### src/hdl/gpe_pkg.sv
/*
  shared constants and carrier types for the eight-line gpio port.
  assumes an apb-style register port with byte addresses on paddr.
*/
package gpe_pkg;
  // ----------------------------------------------------------------
  // widths
  // ----------------------------------------------------------------
  localparam int GPE_PINS = 8;
  localparam int GPE_AW = 12;
  localparam int GPE_DW = 32;
  localparam int MASK_LSB = 2;
  localparam int MASK_MSB = 9;
  localparam int REGION_LSB = 10;

  // ----------------------------------------------------------------
  // register map (byte addresses)
  // ----------------------------------------------------------------
  localparam logic [1:0] DATA_REGION = 2'h0;
  localparam logic [11:0] OFS_DIR = 12'h400;
  localparam logic [11:0] OFS_SENSE = 12'h404;
  localparam logic [11:0] OFS_DUAL = 12'h408;
  localparam logic [11:0] OFS_POL = 12'h40C;
  localparam logic [11:0] OFS_IE = 12'h410;
  localparam logic [11:0] OFS_RIS = 12'h414;
  localparam logic [11:0] OFS_MIS = 12'h418;
  localparam logic [11:0] OFS_IC = 12'h41C;
  localparam logic [11:0] OFS_AFSEL = 12'h420;
  localparam logic [7:0] RST_BYTE = 8'h00;
  localparam logic [31:0] RST_WORD = 32'h0000_0000;

  // ----------------------------------------------------------------
  // carriers
  // ----------------------------------------------------------------
  // per-pin detector configuration
  typedef struct packed {
    logic sense;
    logic dual;
    logic pol;
    logic clear;
  } gpe_det_cfg_t;

  // detector state
  typedef struct packed {
    logic armed;
    logic prev;
    logic latch;
    logic raw;
  } gpe_det_st_t;

  // register block state
  typedef struct packed {
    logic [7:0] data;
    logic [7:0] dir;
    logic [7:0] sense;
    logic [7:0] dual;
    logic [7:0] pol;
    logic [7:0] ie;
    logic [7:0] afsel;
    logic [7:0] mis;
    logic [7:0] pin_out;
    logic [7:0] pin_oe;
    logic irq;
    logic ready;
    logic [31:0] prdata;
  } gpe_regs_t;
endpackage

### src/hdl/gpe_pin_detect.sv
/*
  interrupt trigger detector for one gpio line.
  assumes pin is synchronous to clk and clear is a one-cycle pulse.
*/
`timescale 1ns/1ps
module gpe_pin_detect
  import gpe_pkg::*;
(
  input wire logic clk, // bus clock
  input wire logic sys_rst, // async reset, high
  input wire logic pin, // pin level
  input wire gpe_det_cfg_t cfg, // sense, dual, pol, clear
  output logic raw // trigger detected
);
  gpe_det_st_t st;
  gpe_det_st_t next_st;
  logic rise;
  logic fall;
  logic hit;

  // ----------------------------------------------------------------
  // trigger detection
  // ----------------------------------------------------------------
  // armed holds off the first cycle so a pin high at reset is no edge
  always_comb begin
    next_st = st;
    rise = st.armed & ~st.prev & pin;
    fall = st.armed & st.prev & ~pin;
    hit = cfg.dual ? (rise | fall) :
                     (cfg.pol ? rise : fall);
    next_st.armed = 1'b1;
    next_st.prev = pin;
    // a new edge wins over a clear in the same cycle
    if (cfg.clear) begin
      next_st.latch = 1'b0;
    end
    if (hit) begin
      next_st.latch = 1'b1;
    end
    // level mode follows the pin, no clear needed
    next_st.raw = cfg.sense ? (pin == cfg.pol) :
                              next_st.latch;
  end

  always_ff @(posedge clk or posedge sys_rst) begin
    if (sys_rst) begin
      st <= '0;
    end else begin
      st <= next_st;
    end
  end

  assign raw = st.raw;
endmodule // gpe_pin_detect

### src/hdl/gpe_port.sv
/*
  eight-line gpio port with address-masked data access, direction,
  edge or level interrupts and per-pin hardware control.
  assumes an apb master on clk, pin_in synchronous to clk, and a
  peripheral driving hw_out and hw_oe.
*/
`timescale 1ns/1ps
module gpe_port
  import gpe_pkg::*;
(
  input wire logic clk, // bus clock
  input wire logic sys_rst, // async reset, high
  input wire logic psel, // apb select
  input wire logic penable, // apb access phase
  input wire logic pwrite, // apb write
  input wire logic [GPE_AW-1:0] paddr, // apb byte address
  input wire logic [GPE_DW-1:0] pwdata, // apb write data
  output logic [GPE_DW-1:0] prdata, // apb read data
  output logic pready, // apb ready
  output logic pslverr, // apb error, always low
  input wire logic [7:0] pin_in, // pin levels
  output logic [7:0] pin_out, // pin drive value
  output logic [7:0] pin_oe, // pin drive enable, high drives
  input wire logic [7:0] hw_out, // peripheral value
  input wire logic [7:0] hw_oe, // peripheral enable
  output logic [7:0] irq_masked_status, // per-pin interrupts
  output logic combined_irq // any pin interrupt
);
  gpe_regs_t st;
  gpe_regs_t next_st;
  logic [7:0] raw;
  logic [7:0] edge_clr;
  logic [7:0] mask;
  logic [7:0] pin_view;
  logic wr;
  logic rd_setup;
  logic is_data;
  logic err;

  // ----------------------------------------------------------------
  // bus decode
  // ----------------------------------------------------------------
  // writes commit in the access phase; reads are fetched in setup
  // so prdata is already a flop output when the master samples it
  assign wr = psel & penable & pwrite;
  assign rd_setup = psel & ~penable & ~pwrite;
  assign mask = paddr[MASK_MSB:MASK_LSB];
  assign is_data = paddr[GPE_AW-1:REGION_LSB] == DATA_REGION;
  // outputs come back from the stored data, inputs from the pin
  assign pin_view = (st.dir & st.data) | (~st.dir & pin_in);

  // ----------------------------------------------------------------
  // register next state
  // ----------------------------------------------------------------
  always_comb begin
    next_st = st;
    edge_clr = RST_BYTE;
    next_st.ready = 1'b1;
    // register writes
    if (wr) begin
      if (is_data) begin
        next_st.data = (st.data & ~mask) |
                       (pwdata[7:0] & mask);
      end else begin
        case (paddr)
          OFS_DIR: begin
            next_st.dir = pwdata[7:0];
          end
          OFS_SENSE: begin
            next_st.sense = pwdata[7:0];
          end
          OFS_DUAL: begin
            next_st.dual = pwdata[7:0];
          end
          OFS_POL: begin
            next_st.pol = pwdata[7:0];
          end
          OFS_IE: begin
            next_st.ie = pwdata[7:0];
          end
          OFS_IC: begin
            edge_clr = pwdata[7:0];
          end
          OFS_AFSEL: begin
            next_st.afsel = pwdata[7:0];
          end
          default: begin
          end
        endcase
      end
    end
    // register reads; unmapped and write-only read as zero
    if (rd_setup) begin
      next_st.prdata = RST_WORD;
      if (is_data) begin
        next_st.prdata[7:0] = pin_view & mask;
      end else begin
        case (paddr)
          OFS_DIR: begin
            next_st.prdata[7:0] = st.dir;
          end
          OFS_SENSE: begin
            next_st.prdata[7:0] = st.sense;
          end
          OFS_DUAL: begin
            next_st.prdata[7:0] = st.dual;
          end
          OFS_POL: begin
            next_st.prdata[7:0] = st.pol;
          end
          OFS_IE: begin
            next_st.prdata[7:0] = st.ie;
          end
          OFS_RIS: begin
            next_st.prdata[7:0] = raw;
          end
          OFS_MIS: begin
            next_st.prdata[7:0] = st.mis;
          end
          OFS_AFSEL: begin
            next_st.prdata[7:0] = st.afsel;
          end
          default: begin
          end
        endcase
      end
    end
    // pad drive: peripheral owns pins whose mode bit is set
    next_st.pin_out = (st.afsel & hw_out) |
                      (~st.afsel & st.data);
    next_st.pin_oe = (st.afsel & hw_oe) |
                     (~st.afsel & st.dir);
    // masking and the combined line share one source
    next_st.mis = raw & st.ie;
    next_st.irq = |(raw & st.ie);
  end

  // ----------------------------------------------------------------
  // state register
  // ----------------------------------------------------------------
  // everything clears to zero, so all pins start as inputs
  always_ff @(posedge clk or posedge sys_rst) begin
    if (sys_rst) begin
      st <= '0;
    end else begin
      st <= next_st;
    end
  end

  // ----------------------------------------------------------------
  // per-pin detectors
  // ----------------------------------------------------------------
  genvar gi;
  generate
    for (gi = 0; gi < GPE_PINS; gi++) begin : g_pin
      gpe_det_cfg_t cfg;
      assign cfg.sense = st.sense[gi];
      assign cfg.dual = st.dual[gi];
      assign cfg.pol = st.pol[gi];
      assign cfg.clear = edge_clr[gi];
      gpe_pin_detect u_det (
        .clk(clk),
        .sys_rst(sys_rst),
        .pin(pin_in[gi]),
        .cfg(cfg),
        .raw(raw[gi])
      );
    end
  endgenerate

  // ----------------------------------------------------------------
  // outputs
  // ----------------------------------------------------------------
  // err stays a constant-low flop; the port never refuses
  always_ff @(posedge clk or posedge sys_rst) begin
    if (sys_rst) begin
      err <= 1'b0;
    end else begin
      err <= 1'b0;
    end
  end

  assign prdata = st.prdata;
  assign pready = st.ready;
  assign pslverr = err;
  assign pin_out = st.pin_out;
  assign pin_oe = st.pin_oe;
  assign irq_masked_status = st.mis;
  assign combined_irq = st.irq;
endmodule // gpe_port

### config.mk
export PLATFORM = sky130hd
export DESIGN_NAME = gpe_port
export DESIGN_NICKNAME = d
export VERILOG_FILES = /design/src/hdl/gpe_pkg.sv /design/src/hdl/gpe_pin_detect.sv /design/src/hdl/gpe_port.sv
export SDC_FILE = /design/constraint.sdc
export NUM_CORES = 1
export LEC_CHECK = 0
export ABC_AREA = 1
export BUFFER_PORTS_ARGS = -buffer_cell sky130_fd_sc_hd__buf_4
export CORE_MARGIN = 2
export CORE_UTILIZATION = 55
export DETAILED_ROUTE_END_ITERATION = 16
export PLACE_DENSITY = 0.81
export SETUP_SLACK_MARGIN = 0.02
export SYNTH_ARGS = -nofsm -noshare
export SYNTH_HDL_FRONTEND = slang
export SYNTH_SLANG_ARGS = --single-unit
### constraint.sdc
create_clock -name clk -period 9 [get_ports clk]
set_input_delay 1.8 -clock clk [delete_from_list [all_inputs] [get_ports clk]]
set_output_delay 1.8 -clock clk [all_outputs]
set_load 0.03 [all_outputs]
### Yosys cells after proc, flatten, opt, wreduce, memory -nomap -nowiden

Index checks and enable logic that the tools add are counted.
Widths: inputs -> output; s select.

| operators by class | value |
|---|---|
| eq/ne operators | 17 |
| muxes and demuxes | 45 |
| bitwise operators | 80 |
| reductions and logical operators | 9 |

Operators with widths:

| kind | count |
|---|---|
| $eq 12x11->1 const B | 9 |
| $and 8x8->8 | 10 |
| $pmux 8 s8 | 1 |
| $mux 1 | 40 |
| $and 1x1->1 | 36 |
| $mux 8 | 4 |
| $or 8x8->8 | 4 |
| $not 8->8 | 3 |
| $not 1->1 | 19 |
| $reduce_and 3->1 | 6 |
| $eq 1x1->1 | 8 |
| $or 1x1->1 | 8 |
| $reduce_or 8->1 | 1 |
| $logic_not 2->1 | 1 |
| $reduce_and 2->1 | 1 |

| storage, ports and cells | value |
|---|---|
| register bits | 114 |
| input bits | 73 |
| output and inout port bits | 59 |

### Logic depth before layout (Yosys ltp)

Gate-level depths: netlist (run 1).

| logic depth | value |
|---|---|
| depth in word-level cells | 7 |
| mapped depth | 11 |
| depth with buffers taken out | 10 |

### By module

A second synthesis (run 1) with hierarchy kept.

| unflattened totals | value |
|---|---|
| cell total of the unflattened synthesis | 778 |
| area total of the unflattened synthesis | 6379.9 um^2 |

By module, submodules not included:

| module | instances | cells an instance | area each (um^2) |
|---|---|---|---|
| gpe_port | 1 | 578 | 4858.4 |
| gpe_pin_detect | 8 | 25 | 190.2 |

### Worst setup path after synthesis (run 1)

OpenSTA, ideal clock, no wires.

| path | value |
|---|---|
| path kind | input port to flip-flop |
| start | in penable |
| end | reg st, in the netlist prdata[0] |
| setup time | 0.113 ns |
| arrival time | 2.778 ns |
| setup slack | 6.109 ns |
| stages on the path | 7 |
| path buffers | 2 |
| path through | or3b_2 > clkbuf_2 > buf_6 > nor2_1 > nand3_1 > nand2_1 > inv_1 |

| on the way | value |
|---|---|
| word-level cells in the longest chain between the ends | 3 |

RTL lines:

| element | RTL line | source |
|---|---|---|
| from (decl) | gpe_port.sv:14 | `input wire logic penable,` |
| $not 1->1 | gpe_port.sv:46 | `assign rd_setup = psel & ~penable & ~pwrite;` |
| $and 1x1->1 (2 in a row) | gpe_port.sv:46 |  |
| to (signal assigned) | gpe_port.sv:146 | `st <= next_st;` |
| to (decl) | gpe_port.sv:29 | `gpe_regs_t st;` |

Every way passes these cells.
A chain may end at the register's enable or synchronous reset.

### Worst setup path after layout (run 1)

| path | value |
|---|---|
| start | in paddr[1] |
| end | reg st, in the netlist g_pin[4].cfg[2] |

| on the way | value |
|---|---|
| word-level cells in the longest chain between the ends | 2 |

RTL lines:

| element | RTL line | source |
|---|---|---|
| from (decl) | gpe_port.sv:16 | `input wire logic [GPE_AW-1:0] paddr,` |
| $eq 12x11->1 | gpe_port.sv:65 | `case (paddr)` |
| $reduce_and 3->1 (no source line) | -- |  |

Every way passes these cells.

==> impl_metrics.ini, run 1 <==
[cts]
insertion_delay_ns = 0.53
clkTransAtPathRegs_ns = 0.06
post_cts.repair.setup_buffers = 0
cts_resized = 0
hold_buffers = 0
cts_tree = yes
cts-root-buf = clkbuf_8
cts_made_buffers = 17
cts_sinks = 114
htreeDepth = 4
cts_max_path_buffers = 2

[floorplanning]
die_y_um = 106
die_area_um2 = 11300
io_pins = 132
die_w_um = 106
num_rows = 37
core_area_um2 = 10200
initial_utilization = 0.564

[logic_synthesis]
synthCells = 692
synth_top_area_cell = dfrtp_1
netlist_top_cells_area = dfrtp_1, nand2_1, buf_4
synth_edf_count = 0
yosys_warnings = 0
ys_seq_elements = 114
syn_avg_cell_area_um2 = 8.33
synthTopCellsByCount = nand2_1, dfrtp_1, nand3_1
netlist.area_leader.share = 0.495
synth_flop_cell = dfrtp_1
async_flop_share = 1.00
ys_types = 30
ys_seq_area_frac = 0.495
yosysMostFrequentCell = nand2_1
syn_area_um2 = 5770

[sta]
worst_pin_slew_ns = 1.03
fin_hold_ws_ns = 0.502
skew_ns = 0.00600
max_slew_margin = 0.316
final_hold_viol_count = 0
final.setup.tns_ns = 0
fmax_ghz = 0.301
rsz0062_at_grt = no
fin_crit_sh = 0.369
drv_slew = 0
period_needed_ns = 3.32
setup_viol_count_final = 0

[final_layout]
nets = 814
num_antenna_cells = 0
area_growth_pct = 16.1
final_cells = 890
drive_gt1_frac = 0.216
utilization = 0.654
nFillCells = 834

[power]
pwr-share-comb = 0.110
p_sw_frac = 0.249
power.internal_mw = 1.03
switching_power_mw = 0.343
vdd_drop_max_mv = 0.128
power_mw = 1.38
pwr-share-seq = 0.398
powerDensity_nw_per_um2 = 206
p_leak_nw = 3.33
clkPwrFrac = 0.493

[setup_path]
cp_common_cell = nor2_2
cp.arrival_ns = 3.75
crit_slowest_cell = nor2_2
end_kind = register
path_class = primary input to register
startpoint = paddr[1]
path_buf_inv = 2
path_depth = 6
r2r-end = prdata[1]
endpoint = g_pin[4].cfg[2]
path_delay_family = simple AND/OR/NAND/NOR gates
r2r.worst_path.cells = 6
critPathRequiredTime_ns = 9.43
r2r_slack_ns = 7.80
critPathLaunchType = primary input
path_cells = buf_4, nor2_2, inv_1, nor2_2, nand3_2, o21ai_0
r2r_start = st[99]
slowest_delay_ns = 0.74
path_max_fanout = 17

[detailed_routing]
remaining_drc_errors = 0
drt-vias-per-instance = 5.52
wirelength_um = 14400
drt-pass1-iter-count = 5
vias = 4912
ant_nets = 0
wl_per_cell_um = 16.2
first_iter_violations = 476

[global_route]
antenna_found_initial = 0
grt_pass1_vias = 4703
track_usage = 0.266
grt_max_degree = 83
grt_overflow = 0
grt_pass1_wl_um = 23000

[place]
port_buffers = 82
place.gp.congestion = 0.865
dp.cells = 858
hpwl_um = 9610

[job]
drv_cap = 0

[worst_hold_path]
min_path_type = register to register

[status]
status = completed
==> logic make-up after synthesis <==
kind of cell	count (synthesis)	share of synthesized area
AND/OR/NAND/NOR	334	0.255
buffers and inverters	133	0.133
flip-flops	114	0.495
other	2	0.00130
XOR/XNOR	8	0.0122
AO/OA/AOI/OAI	93	0.0879
multiplexers	8	0.0156
==> power groups by stage <==
stage | logic (mW) | clock network, mW | registers, mW
6_report | 0.151 | 0.678 | 0.548
5_1_grt | 0.164 | 0.704 | 0.549
4_1_cts | 0.151 | 0.680 | 0.548
3_5_place_dp | 0.150 | 0 | 0.556
3_3_place_gp | 0.146 | 0 | 0.555
2_1_floorplan | 0.120 | 0 | 0.553
==> worst min-delay path by stage <==
stage                            start                    to  slack (ns)  depth (start not counted)
global placement              register              register        0.47                          2
global route                  register              register        0.51                          2
finish                        register              register        0.50                          2
CTS                           register              register        0.50                          2
detailed placement            register              register        0.48                          2
floorplan           g_pin[6].u_det.raw  irq_masked_status[6]        0.45                          2
==> metal layers <==
layer  global-route usage  wire length [µm]
met4                0.115               355
met5                    0                 0
met1                0.346              5750
met3               0.0662              1480
met2                0.424              6810
==> worst reg2reg max path, stage by stage, from the launching register on <==
cell and delay [ns]:
dfrtp_1 0.42, o21ai_0 0.29, nor3_1 0.09, nor2_1 0.10, nand3_1 0.09, nand2_1 0.07
inv_1 0.03
==> layout make-up <==
| class | count | area [µm²] | area share |
|---|---|---|---|
| flip-flops and latches | 114 | 2850 | 0.426 |
| multi-input cells | 469 | 2230 | 0.334 |
| repair buffers | 83 | 623 | 0.0931 |
| clock buffers | 22 | 473 | 0.0706 |
| inverters | 56 | 213 | 0.0318 |
| well taps | 136 | 170 | 0.0254 |
| clock inverters | 10 | 130 | 0.0194 |
==> state kept, by name, summed over array words and instances (netlist names), named ones only <==
| register | count |
|---|---|
| g_pin.cfg | 24 |
| st | 24 |
| g_pin.u_det.st | 17 |
| g_pin.u_det.raw | 8 |
| irq_masked_status | 8 |
| pin_oe | 8 |
| pin_out | 8 |
| prdata | 8 |
| combined_irq | 1 |
==> through the flow <==
stage          instance area, µm²  worst slack [ns]
3_5_place_dp                 6090              5.24
6_report                     6700              5.68
5_1_grt                      6700              5.59
4_1_cts                      6700              5.77
3_3_place_gp                 6090              5.27
2_1_floorplan                5860              4.18
==> cell usage in the layout (no fill, tap or decap), drive strengths merged <==
cell / count
a211oi: 3
a21oi: 6
a31oi: 3
buf: 83
bufinv: 3
clkbuf: 22
clkinv: 5
clkinvlp: 2
conb: 26
dfrtp: 114
inv: 56
mux2: 8
nand2: 182
nand3: 85
nor2: 49
nor3: 6
nor4: 3
o21ai: 81
or2: 8
or3b: 1
xnor2: 8
(Power assumes the default switching activity.)
==> run 2, diff against run 1 <==
CORE_UTILIZATION = 49   (was 55)
PLACE_DENSITY = 0.76   (was 0.81)
clock period = 2.72 ns   (was 9 ns; I/O delays follow)
==> impl_metrics.ini, run 2 (same netlist as run 1, synthesis figures left out) <==
[global_route]
grt_overflow = 0
antenna_found_initial = 0
grt_pass1_vias = 4618
grt_max_degree = 49
track_usage = 0.242
grt_pass1_wl_um = 23500

[setup_path]
end_kind = primary output
path_buf_inv = 1
path_max_fanout = 9
cp.arrival_ns = 1.25
crit_slowest_cell = dfrtp_1
slowest_delay_ns = 0.58
path_cells = buf_4
critPathLaunchType = register
path_class = register to primary output
path_delay_family = flip-flops
critPathRequiredTime_ns = 2.18

[detailed_routing]
wirelength_um = 14700
vias = 4841
first_iter_violations = 447
wl_per_cell_um = 16.2
ant_nets = 0
drt-vias-per-instance = 5.34
remaining_drc_errors = 0
drt-pass1-iter-count = 5

[floorplanning]
die_area_um2 = 12600
die_w_um = 112
initial_utilization = 0.503
io_pins = 132
die_y_um = 112
core_area_um2 = 11500
num_rows = 39

[cts]
cts_max_path_buffers = 2
cts_made_buffers = 17
clkTransAtPathRegs_ns = 0.06
htreeDepth = 4
cts_resized = 0
insertion_delay_ns = 0.43
cts_sinks = 114
cts-root-buf = clkbuf_16
hold_buffers = 0
cts_tree = yes
post_cts.repair.setup_buffers = 0

[sta]
skew_ns = 0.00733
final_hold_viol_count = 0
final.setup.tns_ns = 0
rsz0062_at_grt = no
max_slew_margin = 0.546
period_needed_ns = 1.79
setup_viol_count_final = 0
drv_slew = 0
fin_crit_sh = 0.659
fmax_ghz = 0.558
worst_pin_slew_ns = 0.679

[power]
vdd_drop_max_mv = 0.379
p_leak_nw = 3.35
powerDensity_nw_per_um2 = 655
power_mw = 4.44

[final_layout]
nFillCells = 970
final_common_cell = nand2_1
area_growth_pct = 17.6
num_antenna_cells = 0
nets = 824
final_cell_mix = nand2_1, dfrtp_1, buf_4
drive_gt1_frac = 0.228
design_area_um2 = 6780

[job]
drv_cap = 0

[place]
place.gp.congestion = 0.924
hpwl_um = 10400
port_buffers = 82
postPlaceCellArea_um2 = 6200

[status]
status = completed

[worst_hold_path]
min_path_type = primary input to asynchronous set/reset pin
run 2: power by group:
group          internal, mW  total (mW)  switching [mW]
sequential             1.77        1.81          0.0365
clock                  1.32        2.13           0.807
combinational         0.170       0.504           0.335
total                  3.26        4.44            1.18
run 2: worst paths after layout:
path / from / to / slack [ns] / cells past startpoint
max in group asynchronous: sys_rst / prdata[3] / 1.83 / 3
min in group clk: pin_in[1] / g_pin[1].u_det.st[2] / 0.27 / 1
hold / removal: sys_rst / g_pin[7].u_det.st[2] / 0.22 / 2
hold reg to reg: register / register / 0.49 / 2
setup / recovery: g_pin[7].u_det.st[3] / pready / 0.93 / 1
setup reg to reg: st[98] / prdata[0] / 1.40 / 7
run 2: per-layer routing:
| metal | track usage | routed length (µm) | vias up |
|---|---|---|---|
| met5 | 0 | 0 | - |
| li1 | - | - | 2269 |
| met3 | 0.0632 | 1100 | 38 |
| met2 | 0.393 | 7230 | 217 |
| met4 | 0.110 | 400 | 0 |
| met1 | 0.306 | 5980 | 2317 |
run 2: per-stage QoR:
| stage | util | std cells | hold WS, ns | setup WS, ns |
|---|---|---|---|---|
| 6_report | 0.591 | 907 | 0.221 | 0.928 |
| 3_5_place_dp | 0.541 | 875 | 0.474 | 0.582 |
| 4_1_cts | 0.591 | 907 | 0.247 | 0.894 |
| 5_1_grt | 0.591 | 907 | 0.264 | 0.798 |
| 3_3_place_gp | 0.541 | 875 | 0.467 | 0.614 |
| 2_1_floorplan | - | 716 | 0.452 | 0.791 |
run 2: layout make-up:
class,instances,area (µm²),share of cell area
sequential,114,2850,0.421
multi-input combinational,469,2230,0.330
timing repair buffer,93,723,0.107
clock buffer,20,467,0.0689
inverter,56,214,0.0316
tap,143,179,0.0264
clock inverter,12,109,0.0161
run 2: worst register-to-register path, cell delays in order, from the launching register on:
cell     delay [ns]
dfrtp_1        0.46
nand2_1        0.13
o21ai_0        0.08
nor3_1         0.22
nor2_1         0.07
nand3_1        0.17
nand2_1        0.07
inv_1          0.06
==> run 3, diff against run 2 <==
CORE_UTILIZATION = 54   (was 49)
PLACE_DENSITY = 0.8   (was 0.76)
clock period = 1.7 ns   (was 2.72 ns; I/O delays follow)
==> impl_metrics.ini, run 3 (same netlist as run 1, synthesis figures left out) <==
[status]
status = completed

[detailed_routing]
drt-pass1-iter-count = 5
vias = 4962
ant_nets = 0
wl_per_cell_um = 16.4
wirelength_um = 15200
remaining_drc_errors = 0
drt-vias-per-instance = 5.35
first_iter_violations = 315

[place]
postPlaceCellArea_um2 = 6400
place.gp.congestion = 0.915
post-place-ws_ns = -0.208
dp.cells = 886
port_buffers = 82
hpwl_um = 10500

[sta]
fin_ws_ns = 0.151
fmax_ghz = 0.646
final_hold_viol_count = 0
period_needed_ns = 1.55
rsz0062_at_grt = no
worst_pin_slew_ns = 0.837
skew_ns = 0.00823
setup_viol_count_final = 0
drv_slew = 0
max_slew_margin = 0.441
fin_crit_sh = 0.911

[floorplanning]
initial_utilization = 0.558
die_w_um = 107
die_y_um = 107
core_area_um2 = 10300
io_pins = 132
num_rows = 37
die_area_um2 = 11500

[final_layout]
nets = 851
drive_gt1_frac = 0.244
final_common_cell = nand2_1
final_cell_mix = nand2_1, dfrtp_1, buf_4
design_area_um2 = 7070
num_antenna_cells = 0
area_growth_pct = 22.6
final_cells = 927

[power]
vdd_drop_max_mv = 0.599
p_leak_nw = 3.52
power_mw = 7.17
powerDensity_nw_per_um2 = 1010

[cts]
post_cts.repair.setup_buffers = 0
insertion_delay_ns = 0.52
htreeDepth = 4
cts_sinks = 114
cts_made_buffers = 17
clkTransAtPathRegs_ns = 0.06
cts-root-buf = clkbuf_8
cts_tree = yes
cts_max_path_buffers = 2

[setup_path]
cp.arrival_ns = 1.21
path_cells = buf_4
path_class = register to primary output
path_max_fanout = 9
end_kind = primary output
path_buf_inv = 1
slowest_delay_ns = 0.49
crit_slowest_cell = dfrtp_2
critPathRequiredTime_ns = 1.36
path_delay_family = flip-flops
critPathLaunchType = register

[global_route]
grt_max_degree = 45
antenna_found_initial = 0
grt_pass1_wl_um = 24600
grt_pass1_vias = 4947
track_usage = 0.281
grt_overflow = 0

[worst_hold_path]
min_path_type = primary input to register

[job]
drv_cap = 0
==> run 3: cell count changes in the layout (fill, tap and decap cells not counted) <==
cell	before	now
clkinv_4	1	0
dfrtp_2	0	1
clkbuf_8	3	7
clkbuf_16	17	16
dfrtp_1	114	113
buf_12	2	8
clkinvlp_4	9	4
clkinv_2	2	5
dlygate4sd3_1	0	9
buf_4	91	103
==> run 3: metal layers <==
layer  vias to the layer above  wire length (µm)  track usage
met5                         -                 0            0
met4                         0               480        0.116
li1                       2329                 -            -
met3                        43              1460       0.0678
met2                       271              7260        0.461
met1                      2319              6010        0.358
==> run 3: power by group <==
part	internal, mW	switching [mW]
clock network	2.16	1.26
registers	2.84	0.0626
logic	0.299	0.552
==> run 3: area by class of cell <==
type	instances	area (µm²)
Clock buffer	23	497
Fill cell	793	3250
Sequential cell	114	2850
Multi-Input combinational cell	469	2230
Tap cell	136	170
Inverter	56	214
Timing Repair Buffer	120	1020
Clock inverter	9	77.6
==> run 3: per-stage QoR <==
stage	setup TNS, ns	hold slack, ns	util
floorplan	-2.90	0.371	-
global placement	-4.16	0.394	0.620
detailed placement	-6.05	0.404	0.620
CTS	0	0.0212	0.685
global route	0	0.0363	0.685
finish	0	0.0276	0.685
==> run 3: timing repair <==
item,CTS,global route
setup endpoints to repair,1,0
hold buffers,9,0
resized for setup,1,0
hold endpoints to repair,24,0
==> run 3: path summary, 6_finish.rpt <==
kind / startpoint / to / slack (ns) / cells after the start
max: g_pin[7].u_det.st[3] / pready / 0.15 / 1
max reg2reg: st[100] / prdata[2] / 0.47 / 6
min reg2reg: register / register / 0.49 / 2
min in group asynchronous: sys_rst / st[105] / 0.41 / 3
min: hw_out[1] / pin_out[1] / 0.03 / 3
max in group asynchronous: sys_rst / prdata[6] / 0.71 / 4
